[src/rtl/tpwm_pkg.sv]
`default_nettype none
package tpwm_pkg;

	// data and address widths of the register port, and prescaler width
	localparam int TPWM_DW = 16;
	localparam int TPWM_AW = 3;
	localparam int TPWM_PW = 10;

	// register indices
	localparam logic [2:0] TPWM_REG_CTRL_A  = 3'h0;
	localparam logic [2:0] TPWM_REG_CTRL_B  = 3'h1;
	localparam logic [2:0] TPWM_REG_COUNT   = 3'h2;
	localparam logic [2:0] TPWM_REG_CMP_A   = 3'h3;
	localparam logic [2:0] TPWM_REG_CMP_B   = 3'h4;
	localparam logic [2:0] TPWM_REG_CAPTURE = 3'h5;
	localparam logic [2:0] TPWM_REG_FLAGS   = 3'h6;
	localparam logic [2:0] TPWM_REG_PORT    = 3'h7;

	// control register A fields
	localparam int TPWM_BEH_A_LSB = 6;
	localparam int TPWM_BEH_B_LSB = 4;
	localparam int TPWM_WGM_LO_LSB = 0;
	// control register B fields
	localparam int TPWM_WGM_HI_LSB = 3;
	localparam int TPWM_CS_LSB = 0;
	// flag register bit positions
	localparam int TPWM_FL_OVF  = 0;
	localparam int TPWM_FL_CMPA = 1;
	localparam int TPWM_FL_CMPB = 2;
	localparam int TPWM_FL_CAPT = 5;
	// port register bit positions
	localparam int TPWM_PT_DIR_A = 0;
	localparam int TPWM_PT_DIR_B = 1;
	localparam int TPWM_PT_DAT_A = 2;
	localparam int TPWM_PT_DAT_B = 3;
	localparam int TPWM_PT_IN_A  = 4;
	localparam int TPWM_PT_IN_B  = 5;

	// waveform select values of the dual-slope frequency correct modes
	localparam logic [3:0] TPWM_WGM_PFC_CAPT = 4'h8;
	localparam logic [3:0] TPWM_WGM_PFC_CMPA = 4'h9;

	// output behaviour field codes
	localparam logic [1:0] TPWM_BEH_OFF    = 2'h0;
	localparam logic [1:0] TPWM_BEH_TOGGLE = 2'h1;
	localparam logic [1:0] TPWM_BEH_NINV   = 2'h2;
	localparam logic [1:0] TPWM_BEH_INV    = 2'h3;

	// clock select codes and prescaler masks
	localparam logic [2:0] TPWM_CS_STOP = 3'h0;
	localparam logic [2:0] TPWM_CS_1    = 3'h1;
	localparam logic [2:0] TPWM_CS_8    = 3'h2;
	localparam logic [2:0] TPWM_CS_64   = 3'h3;
	localparam logic [2:0] TPWM_CS_256  = 3'h4;
	localparam logic [2:0] TPWM_CS_1024 = 3'h5;
	localparam logic [9:0] TPWM_MASK_1    = 10'h000;
	localparam logic [9:0] TPWM_MASK_8    = 10'h007;
	localparam logic [9:0] TPWM_MASK_64   = 10'h03F;
	localparam logic [9:0] TPWM_MASK_256  = 10'h0FF;
	localparam logic [9:0] TPWM_MASK_1024 = 10'h3FF;

	localparam logic [15:0] TPWM_BOTTOM = 16'h0000;
	localparam logic [15:0] TPWM_ONE    = 16'h0001;
	localparam logic [15:0] TPWM_ZERO16 = 16'h0000;

	// counting direction, one-hot
	typedef enum logic [1:0] {
		TPWM_UP   = 2'b01,
		TPWM_DOWN = 2'b10
	} tpwm_dir_t;

endpackage
`default_nettype wire

[src/rtl/tpwm_timer.sv]
`timescale 1ns/100ps
`default_nettype none
module tpwm_timer
	import tpwm_pkg::*;
#(
	parameter int DW = TPWM_DW,
	parameter int PW = TPWM_PW
)(
	// clock and reset
	input  wire logic               CLK_SYS,
	input  wire logic               RESET_N,
	// register port
	input  wire logic [TPWM_AW-1:0] REG_ADDR,
	input  wire logic [DW-1:0]      REG_WDATA,
	input  wire logic               REG_WR,
	input  wire logic               REG_RD,
	output logic [DW-1:0]           REG_RDATA,
	// channel A pin
	input  wire logic               PIN_A_IN,
	output logic                    PIN_A_OUT,
	output logic                    PIN_A_OE,
	// channel B pin
	input  wire logic               PIN_B_IN,
	output logic                    PIN_B_OUT,
	output logic                    PIN_B_OE
);

	logic [7:0]    ctrl_a_ff;
	logic [4:0]    ctrl_b_ff;
	logic [DW-1:0] cnt_ff;
	logic [DW-1:0] buf_a_ff;
	logic [DW-1:0] buf_b_ff;
	logic [DW-1:0] capt_ff;
	logic [5:0]    flags_ff;
	logic [3:0]    port_ff;
	logic [PW-1:0] pre_ff;
	logic [DW-1:0] rdata_ff;
	tpwm_dir_t     dir_ff;
	logic [1:0]    s1_ff;
	logic [1:0]    s2_ff;
	logic [1:0]    s3_ff;
	logic [1:0]    pin_in_ff;

	logic [3:0]    wgm;
	logic [1:0]    beh_a;
	logic [1:0]    beh_b;
	logic [2:0]    csel;
	logic          active;
	logic          tick;
	logic          go;
	logic [DW-1:0] top;
	logic [DW-1:0] ocr_a;
	logic [DW-1:0] ocr_b;
	logic          oc_a;
	logic          oc_b;
	logic          match_a;
	logic          match_b;
	logic          conn_a;
	logic          conn_b;
	logic          slope_up;
	logic          at_bottom;
	logic          at_top;
	logic          load;
	logic          wr_cnt;
	logic [5:0]    flag_set;
	logic [5:0]    flag_clr;
	logic [DW-1:0] rd_val;

	// prescaler mask for a clock select code
	function automatic logic [PW-1:0] pre_mask(input logic [2:0] sel);
		case (sel)
			TPWM_CS_1:    pre_mask = TPWM_MASK_1;
			TPWM_CS_8:    pre_mask = TPWM_MASK_8;
			TPWM_CS_64:   pre_mask = TPWM_MASK_64;
			TPWM_CS_256:  pre_mask = TPWM_MASK_256;
			TPWM_CS_1024: pre_mask = TPWM_MASK_1024;
			default:      pre_mask = TPWM_MASK_1024;
		endcase
	endfunction

	// field decode; waveform select joined from both control registers
	assign wgm = {ctrl_b_ff[TPWM_WGM_HI_LSB +: 2], ctrl_a_ff[TPWM_WGM_LO_LSB +: 2]};
	assign beh_a = ctrl_a_ff[TPWM_BEH_A_LSB +: 2];
	assign beh_b = ctrl_a_ff[TPWM_BEH_B_LSB +: 2];
	assign csel = ctrl_b_ff[TPWM_CS_LSB +: 3];
	assign active = (wgm == TPWM_WGM_PFC_CAPT) || (wgm == TPWM_WGM_PFC_CMPA);
	assign top = (wgm == TPWM_WGM_PFC_CAPT) ? capt_ff : ocr_a;

	// prescaled tick acts as an enable on the one clock
	assign tick = (csel != TPWM_CS_STOP) && (csel <= TPWM_CS_1024)
		&& ((pre_ff & pre_mask(csel)) == pre_mask(csel));
	assign go = tick && active;
	assign wr_cnt = REG_WR && (REG_ADDR == TPWM_REG_COUNT);

	// turning points; the extremes decide the slope for matches
	assign at_bottom = (cnt_ff == TPWM_BOTTOM);
	assign at_top = (cnt_ff >= top) && !at_bottom;
	assign slope_up = at_bottom ? 1'b1 : (at_top ? 1'b0 : (dir_ff == TPWM_UP));
	// buffers transparent outside the mode, else loaded at bottom
	assign load = !active || (go && at_bottom);

	// prescaler runs while a clock is selected
	always_ff @(posedge CLK_SYS or negedge RESET_N)
	begin
		if (!RESET_N)
			pre_ff <= '0;
		else if (csel == TPWM_CS_STOP)
			pre_ff <= '0;
		else
			pre_ff <= pre_ff + 1'b1;
	end

	// dual-slope counter
	always_ff @(posedge CLK_SYS or negedge RESET_N)
	begin
		if (!RESET_N)
		begin
			cnt_ff <= TPWM_BOTTOM;
			dir_ff <= TPWM_UP;
		end
		else if (wr_cnt)
			cnt_ff <= REG_WDATA;
		else if (go)
		begin
			if (at_bottom)
			begin
				cnt_ff <= cnt_ff + TPWM_ONE;
				dir_ff <= TPWM_UP;
			end
			else if (at_top)
			begin
				cnt_ff <= cnt_ff - TPWM_ONE;
				dir_ff <= TPWM_DOWN;
			end
			else
			begin
				case (dir_ff)
					TPWM_UP:   cnt_ff <= cnt_ff + TPWM_ONE;
					TPWM_DOWN: cnt_ff <= cnt_ff - TPWM_ONE;
					default:   cnt_ff <= cnt_ff - TPWM_ONE;
				endcase
			end
		end
	end

	// compare channels
	tpwm_chan #(.DW(DW)) u_chan_a (
		.clk       (CLK_SYS),
		.reset_n   (RESET_N),
		.tick      (go),
		.cnt       (cnt_ff),
		.slope_up  (slope_up),
		.beh       (beh_a),
		.toggle_ok (active),
		.buf_val   (buf_a_ff),
		.load      (load),
		.ocr       (ocr_a),
		.oc        (oc_a),
		.match     (match_a),
		.connected (conn_a)
	);

	tpwm_chan #(.DW(DW)) u_chan_b (
		.clk       (CLK_SYS),
		.reset_n   (RESET_N),
		.tick      (go),
		.cnt       (cnt_ff),
		.slope_up  (slope_up),
		.beh       (beh_b),
		.toggle_ok (1'b0),
		.buf_val   (buf_b_ff),
		.load      (load),
		.ocr       (ocr_b),
		.oc        (oc_b),
		.match     (match_b),
		.connected (conn_b)
	);

	// flag events; a set wins over a clear in the same cycle
	always_comb
	begin
		flag_set = '0;
		flag_set[TPWM_FL_OVF] = go && at_bottom;
		flag_set[TPWM_FL_CMPA] = match_a;
		flag_set[TPWM_FL_CMPB] = match_b;
		flag_set[TPWM_FL_CAPT] = go && at_top && (wgm == TPWM_WGM_PFC_CAPT);
		flag_clr = (REG_WR && (REG_ADDR == TPWM_REG_FLAGS)) ? REG_WDATA[5:0] : 6'h00;
	end

	always_ff @(posedge CLK_SYS or negedge RESET_N)
	begin
		if (!RESET_N)
			flags_ff <= '0;
		else
			flags_ff <= (flags_ff & ~flag_clr) | flag_set;
	end

	// configuration registers
	always_ff @(posedge CLK_SYS or negedge RESET_N)
	begin
		if (!RESET_N)
		begin
			ctrl_a_ff <= '0;
			ctrl_b_ff <= '0;
			buf_a_ff <= TPWM_ZERO16;
			buf_b_ff <= TPWM_ZERO16;
			capt_ff <= TPWM_ZERO16;
			port_ff <= '0;
		end
		else if (REG_WR)
		begin
			case (REG_ADDR)
				TPWM_REG_CTRL_A:  ctrl_a_ff <= REG_WDATA[7:0];
				TPWM_REG_CTRL_B:  ctrl_b_ff <= REG_WDATA[4:0];
				TPWM_REG_CMP_A:   buf_a_ff <= REG_WDATA;
				TPWM_REG_CMP_B:   buf_b_ff <= REG_WDATA;
				TPWM_REG_CAPTURE: capt_ff <= REG_WDATA;
				TPWM_REG_PORT:    port_ff <= REG_WDATA[3:0];
				default:          port_ff <= port_ff;
			endcase
		end
	end

	// pin inputs: three stages, accepted once stages two and three agree
	always_ff @(posedge CLK_SYS or negedge RESET_N)
	begin
		if (!RESET_N)
		begin
			s1_ff <= '0;
			s2_ff <= '0;
			s3_ff <= '0;
			pin_in_ff <= '0;
		end
		else
		begin
			s1_ff <= {PIN_B_IN, PIN_A_IN};
			s2_ff <= s1_ff;
			s3_ff <= s2_ff;
			if (s2_ff[0] == s3_ff[0])
				pin_in_ff[0] <= s3_ff[0];
			if (s2_ff[1] == s3_ff[1])
				pin_in_ff[1] <= s3_ff[1];
		end
	end

	// read mux
	always_comb
	begin
		rd_val = TPWM_ZERO16;
		case (REG_ADDR)
			TPWM_REG_CTRL_A:  rd_val[7:0] = ctrl_a_ff;
			TPWM_REG_CTRL_B:  rd_val[4:0] = ctrl_b_ff;
			TPWM_REG_COUNT:   rd_val = cnt_ff;
			TPWM_REG_CMP_A:   rd_val = buf_a_ff;
			TPWM_REG_CMP_B:   rd_val = buf_b_ff;
			TPWM_REG_CAPTURE: rd_val = capt_ff;
			TPWM_REG_FLAGS:   rd_val[5:0] = flags_ff;
			TPWM_REG_PORT:    rd_val[5:0] = {pin_in_ff, port_ff};
			default:          rd_val = TPWM_ZERO16;
		endcase
	end

	// read data stand only in the cycle after the strobe
	always_ff @(posedge CLK_SYS or negedge RESET_N)
	begin
		if (!RESET_N)
			rdata_ff <= TPWM_ZERO16;
		else
			rdata_ff <= REG_RD ? rd_val : TPWM_ZERO16;
	end
	assign REG_RDATA = rdata_ff;

	// pin muxing: waveform when connected, else port data
	assign PIN_A_OUT = conn_a ? oc_a : port_ff[TPWM_PT_DAT_A];
	assign PIN_B_OUT = conn_b ? oc_b : port_ff[TPWM_PT_DAT_B];
	assign PIN_A_OE = port_ff[TPWM_PT_DIR_A];
	assign PIN_B_OE = port_ff[TPWM_PT_DIR_B];

	// checks
	a_mode_select: assert property (@(posedge CLK_SYS) disable iff (!RESET_N)
		(!active && !wr_cnt) |=> $stable(cnt_ff))
		else $error("counter moved outside the dual-slope mode");

	a_bottom_turn: assert property (@(posedge CLK_SYS) disable iff (!RESET_N)
		(go && at_bottom && !wr_cnt) |=> (cnt_ff == TPWM_ONE) && (dir_ff == TPWM_UP))
		else $error("counter did not turn up at bottom");

	a_top_hold: assert property (@(posedge CLK_SYS) disable iff (!RESET_N)
		(go && at_top && !wr_cnt && cnt_ff == top) |=> (cnt_ff == $past(cnt_ff) - TPWM_ONE))
		else $error("counter did not leave top after one tick");

	a_tick_enable: assert property (@(posedge CLK_SYS) disable iff (!RESET_N)
		(!tick && !wr_cnt) |=> ($stable(cnt_ff) && $stable(ocr_a)) || !$past(active))
		else $error("counter moved without a tick");

	a_ovf_load: assert property (@(posedge CLK_SYS) disable iff (!RESET_N)
		(go && at_bottom) |=> flags_ff[TPWM_FL_OVF] && (ocr_b == $past(buf_b_ff)))
		else $error("bottom did not load buffer and set overflow");

	a_capt_flag: assert property (@(posedge CLK_SYS) disable iff (!RESET_N)
		(go && at_top && wgm == TPWM_WGM_PFC_CAPT) |=> flags_ff[TPWM_FL_CAPT])
		else $error("capture flag missing at top");

	a_flag_set_wins: assert property (@(posedge CLK_SYS) disable iff (!RESET_N)
		(match_b && flag_clr[TPWM_FL_CMPB]) |=> flags_ff[TPWM_FL_CMPB])
		else $error("compare flag lost to a clear");

	a_ninv_level: assert property (@(posedge CLK_SYS) disable iff (!RESET_N)
		(match_b && beh_b == TPWM_BEH_NINV) |=> (oc_b == !$past(slope_up)))
		else $error("non-inverted level wrong after match");

	a_pin_drive: assert property (@(posedge CLK_SYS) disable iff (!RESET_N)
		(match_a && conn_a && PIN_A_OE && !REG_WR && beh_a == TPWM_BEH_NINV) |=> (PIN_A_OUT == !$past(slope_up)))
		else $error("pin does not show the waveform");

	c_full_period: cover property (@(posedge CLK_SYS) disable iff (!RESET_N)
		(go && at_top) ##[1:1000] (go && at_bottom));
	c_toggle_a: cover property (@(posedge CLK_SYS) disable iff (!RESET_N)
		(match_a && beh_a == TPWM_BEH_TOGGLE));
	c_inv_b: cover property (@(posedge CLK_SYS) disable iff (!RESET_N)
		(match_b && beh_b == TPWM_BEH_INV && !slope_up));

endmodule
`default_nettype wire

[src/rtl/tpwm_chan.sv]
`timescale 1ns/100ps
`default_nettype none
module tpwm_chan
	import tpwm_pkg::*;
#(
	parameter int DW = TPWM_DW
)(
	// clock and reset
	input  wire logic          clk,
	input  wire logic          reset_n,
	// counter state
	input  wire logic          tick,
	input  wire logic [DW-1:0] cnt,
	input  wire logic          slope_up,
	// configuration
	input  wire logic [1:0]    beh,
	input  wire logic          toggle_ok,
	input  wire logic [DW-1:0] buf_val,
	input  wire logic          load,
	// results
	output logic [DW-1:0]      ocr,
	output logic               oc,
	output logic               match,
	output logic               connected
);

	logic [DW-1:0] ocr_ff;
	logic          oc_ff;

	// match only on an enabled tick
	assign match = tick && (cnt == ocr_ff);
	assign ocr = ocr_ff;
	assign oc = oc_ff;
	// disconnected on 00, and on 01 unless toggling is allowed
	assign connected = (beh == TPWM_BEH_NINV) || (beh == TPWM_BEH_INV)
		|| ((beh == TPWM_BEH_TOGGLE) && toggle_ok);

	// active compare value, reloaded from the buffer
	always_ff @(posedge clk or negedge reset_n)
	begin
		if (!reset_n)
			ocr_ff <= TPWM_ZERO16;
		else if (load)
			ocr_ff <= buf_val;
	end

	// waveform latch: clear/set by slope, or toggle
	always_ff @(posedge clk or negedge reset_n)
	begin
		if (!reset_n)
			oc_ff <= 1'b0;
		else if (match)
		begin
			case (beh)
				TPWM_BEH_NINV:   oc_ff <= !slope_up;
				TPWM_BEH_INV:    oc_ff <= slope_up;
				TPWM_BEH_TOGGLE: oc_ff <= toggle_ok ? !oc_ff : oc_ff;
				default:         oc_ff <= oc_ff;
			endcase
		end
	end

endmodule
`default_nettype wire

[config.mk]
export PLATFORM = sky130hd
export DESIGN_NAME = tpwm_timer
export DESIGN_NICKNAME = d
export VERILOG_FILES = /design/src/rtl/tpwm_pkg.sv /design/src/rtl/tpwm_timer.sv /design/src/rtl/tpwm_chan.sv
export SDC_FILE = /design/constraint.sdc
export NUM_CORES = 1
export LEC_CHECK = 0
export BUFFER_PORTS_ARGS = -buffer_cell sky130_fd_sc_hd__buf_2
export CELL_PAD_IN_SITES_DETAIL_PLACEMENT = 1
export CELL_PAD_IN_SITES_GLOBAL_PLACEMENT = 1
export CORE_MARGIN = 2
export CORE_UTILIZATION = 43
export CTS_CLUSTER_SIZE = 28
export DETAILED_ROUTE_END_ITERATION = 10
export GPL_TIMING_DRIVEN = 0
export PLACE_DENSITY_LB_ADDON = 0.1
export SETUP_SLACK_MARGIN = 0.1
export SLEW_MARGIN = 20
export SYNTH_ARGS = -nofsm -noshare
export SYNTH_HDL_FRONTEND = slang
export SYNTH_HIERARCHICAL = 1
export SYNTH_SLANG_ARGS = --single-unit
export TNS_END_PERCENT = 30
[constraint.sdc]
create_clock -name CLK_SYS -period 12.8 [get_ports CLK_SYS]
set_clock_uncertainty 0.1 [all_clocks]
set_input_delay 2.56 -clock CLK_SYS [delete_from_list [all_inputs] [get_ports CLK_SYS]]
set_output_delay 2.56 -clock CLK_SYS [all_outputs]
set_load 0.05 [all_outputs]
==> impl_results.md <==
- Initial antenna violation count: 0
- Slew @ Worst Pin: 1.15 ns
- Post-synth ARST share: 1.00
- Max-slew violations: 0
- Share of layout cells above drive strength 1: 0.256
- CP arrival: 6.01 ns
- GRT overflow: 0
- CTS Sinks: 157
- Delay-heaviest family, CP: simple AND/OR/NAND/NOR gates
- Largest net degree at the start of global routing: 94
- Worst VDD drop: 112 uV
- Worst skew pair latency: 0.43 ns
- Vias in the first global route: 6746
- Syn-to-layout area delta: 13.7%
- CP Max Fanout: 10
- Clock Tree Buf Depth: 2
- Die area: 20200 um^2
- Clk root buf: clkbuf_16
- Sequential element share of the synthesized area: 0.479
- Worst-path clk slew: 0.07 ns
- Startpoint type of the worst setup path: flip-flop
- CP Class: reg2reg
- Hold_sp: s1_ff[0]$_DFF_PN0_
- Crit share post-route: 0.454
- Setup_tns: 0 ns
- H-tree levels: 4
- Unrepaired setup endpoints after global routing: false
- TritonCTS clock tree: built
- Routed len/inst: 24.5 um
- Yosys reg bits: 157
- Worst Reg-to-Reg Cells: 15
- DR iter-0 viols: 326
- Commonest non-fill, non-tap cells in the layout: 156 x dfrtp_1, 95 x mux2_2, 58 x nand2_1, 47 x buf_2, 35 x nor2_1
- Syn Area/Cell: 11.1 um^2
- I/O pin total: 45
- Worst Hold End: s2_ff[0]$_DFF_PN0_
- Via count: 6328
- Static leakage: 3.99 nW
- Syn Std Cell Area: 8210 um^2
- R2r startpoint: ctrl_a_ff[1]$_DFFE_PN0P_
- Hold Path Class: reg2reg
- Crit path buf inv count: 3
- DR DRC count: 0
- First-pass GRT wire length: 40.3 mm
- Placer Congestion: 0.893
- Total Routing Usage GR: 0.267
- CP max stage delay: 0.85 ns
- Syn Nets: 782
- Final HPWL DP: 18.6 mm
- Row count: 50
- Worst path slowest cell: nor2_1
- Post_cts resized: 0
- Slew headroom: 0.229
- PwrDens: 182 nW/um^2
- Util after Layout: 0.499
- Tot Pwr: 0.00170 W
- Routed vias/inst: 6.04
- Core area: 18700 um^2
- R2r setup slk: 6.98 ns
- CTS Hold Bufs: 0
- Hold WS: 0.253 ns
- Crit-path cells: or3b_1 > nor2_1 > clkbuf_1 > mux2i_1 > ha_1 > nand4_1 > nor3_1 > o311ai_1 > and4_1 > buf_4 > nor2_2 > inv_1 > mux2i_1 > xnor2_1 > o21ai_1
- Post-DRT Antenna Nets: 0
- Fin crit period: 5.82 ns
- Synth Warn #: 6
- Hold path cells: 0
- Crit. End Element: flip-flop
- Syn Inst Count: 737
- Final setup viols: 0
- Ant. Diodes: 0
- TritonCTS Buffers: 17
- Port bufs: 43
- EDFF count, synth: 0
- Top cell by count, worst path: mux2i_1
- Die width: 142 um
- Worst Path Required: 13.00 ns
- Post-synth cell types: 71
- FMAX: 172 MHz
- Fin. Hold Viols: 0
- Most common cell after layout, fill and taps aside: dfrtp_1
- Max Cap Viol: 0
- Worst flop-to-flop path endpoint: cnt_ff[9]$_DFFE_PN0P_
- Starting Density: 0.439
- 1st-pass router iterations: 5
- Status: finished clean
- Post-CTS Setup Inserts: 0
- Die span in y: 142 um
- Top_reg_cell synth: dfrtp_1
- Routed wire length: 25.7 mm
- Layout Nets: 846
==> cell usage after synthesis, types with 4 or more instances <==
master	n	area, um^2
o21ai_0	33	165
a32oi_1	4	35.0
nand4_1	13	81.3
ha_1	20	250
nor2b_1	7	43.8
a21oi_1	26	130
o22ai_1	4	25.0
mux4_2	4	90.1
dfrtp_1	156	3900
mux2_2	95	1070
and3_1	6	37.5
a21o_1	5	37.5
inv_1	21	78.8
o21ai_1	14	70.1
a211oi_1	10	75.1
nand2_1	58	218
nor4_1	5	31.3
nand3_1	17	85.1
or3_1	4	25.0
nor2_1	35	131
a221oi_1	9	78.8
buf_1	7	26.3
xor2_1	24	210
clkbuf_1	21	78.8
mux2i_1	26	260
xnor2_1	24	210
a22oi_1	7	52.6
buf_2	5	25.0
nor3_1	14	70.1
==> routing by layer <==
layer	vias up	global-route usage	wire length (um)
met5	-	0	0
met1	3340	0.379	12000
met2	127	0.436	12300
met4	0	0.0737	461
met3	34	0.0320	866
li1	2827	-	-
==> how the worst max path moves through the flow <==
stage | from | endpoint | slack, ns | depth (start not counted)
after floorplan | REG_ADDR[2] | buf_b_ff[10]$_DFFE_PN0P_ | 8.28 | 5
after global placement | RESET_N | buf_a_ff[10]$_DFFE_PN0P_ | 6.69 | 1
after detailed placement | ctrl_a_ff[1]$_DFFE_PN0P_ | cnt_ff[9]$_DFFE_PN0P_ | 7.14 | 15
after CTS | ctrl_a_ff[1]$_DFFE_PN0P_ | cnt_ff[9]$_DFFE_PN0P_ | 7.09 | 15
after global routing | ctrl_a_ff[1]$_DFFE_PN0P_ | cnt_ff[9]$_DFFE_PN0P_ | 6.77 | 15
final | ctrl_a_ff[1]$_DFFE_PN0P_ | cnt_ff[9]$_DFFE_PN0P_ | 6.98 | 15
==> layout make-up <==
class | count | area (um^2)
repair buffers | 45 | 264
well taps | 234 | 293
plain buffers | 36 | 160
multi-input cells | 522 | 4050
inverters | 22 | 82.6
clock buffers | 20 | 457
fillers | 2012 | 9370
flip-flops and latches | 157 | 3930
clock inverters | 12 | 104
==> registers in the layout, indices dropped and copies added, names as in the netlist <==
register,count
REG_RDATA,16
buf_a_ff,16
buf_b_ff,16
capt_ff,16
cnt_ff,16
u_chan_a/ocr,16
u_chan_b/ocr,16
pre_ff,10
ctrl_a_ff,8
flags_ff,6
ctrl_b_ff,5
port_ff,4
dir_ff,2
pin_in_ff,2
s1_ff,2
s2_ff,2
s3_ff,2
u_chan_a/oc,1
u_chan_b/oc,1
==> where the power goes <==
part	switching, W	internal [W]	leakage [nW]
Sequential	0.000124	0.000603	1.92
Clock	0.000227	0.000264	0.266
Combinational	0.000272	0.000207	1.81
Total	0.000623	0.00107	3.99
==> through the flow <==
stage | cells | cell area (um^2) | setup slack (ns)
floorplan | 737 | 8210 | 8.28
global placement | 1014 | 8720 | 6.69
detailed placement | 1016 | 8780 | 7.14
CTS | 1048 | 9340 | 7.09
global route | 1048 | 9340 | 6.77
finish | 1048 | 9340 | 6.98
==> kinds of logic (layout without fill, tap and decap cells) <==
family                     count (synthesis)  count (layout)  synth area share
adders and majority gates                 22              22            0.0329
AOI/OAI and AO/OA                        137             137             0.111
buffers and inverters                     58             135            0.0296
muxes                                    125             125             0.173
DFF                                      157             157             0.479
xor gates and xnor gates                  48              48            0.0512
and+or+nand+nor                          189             189             0.123
other                                      1               1          0.000457
(Power assumes the default switching activity.)
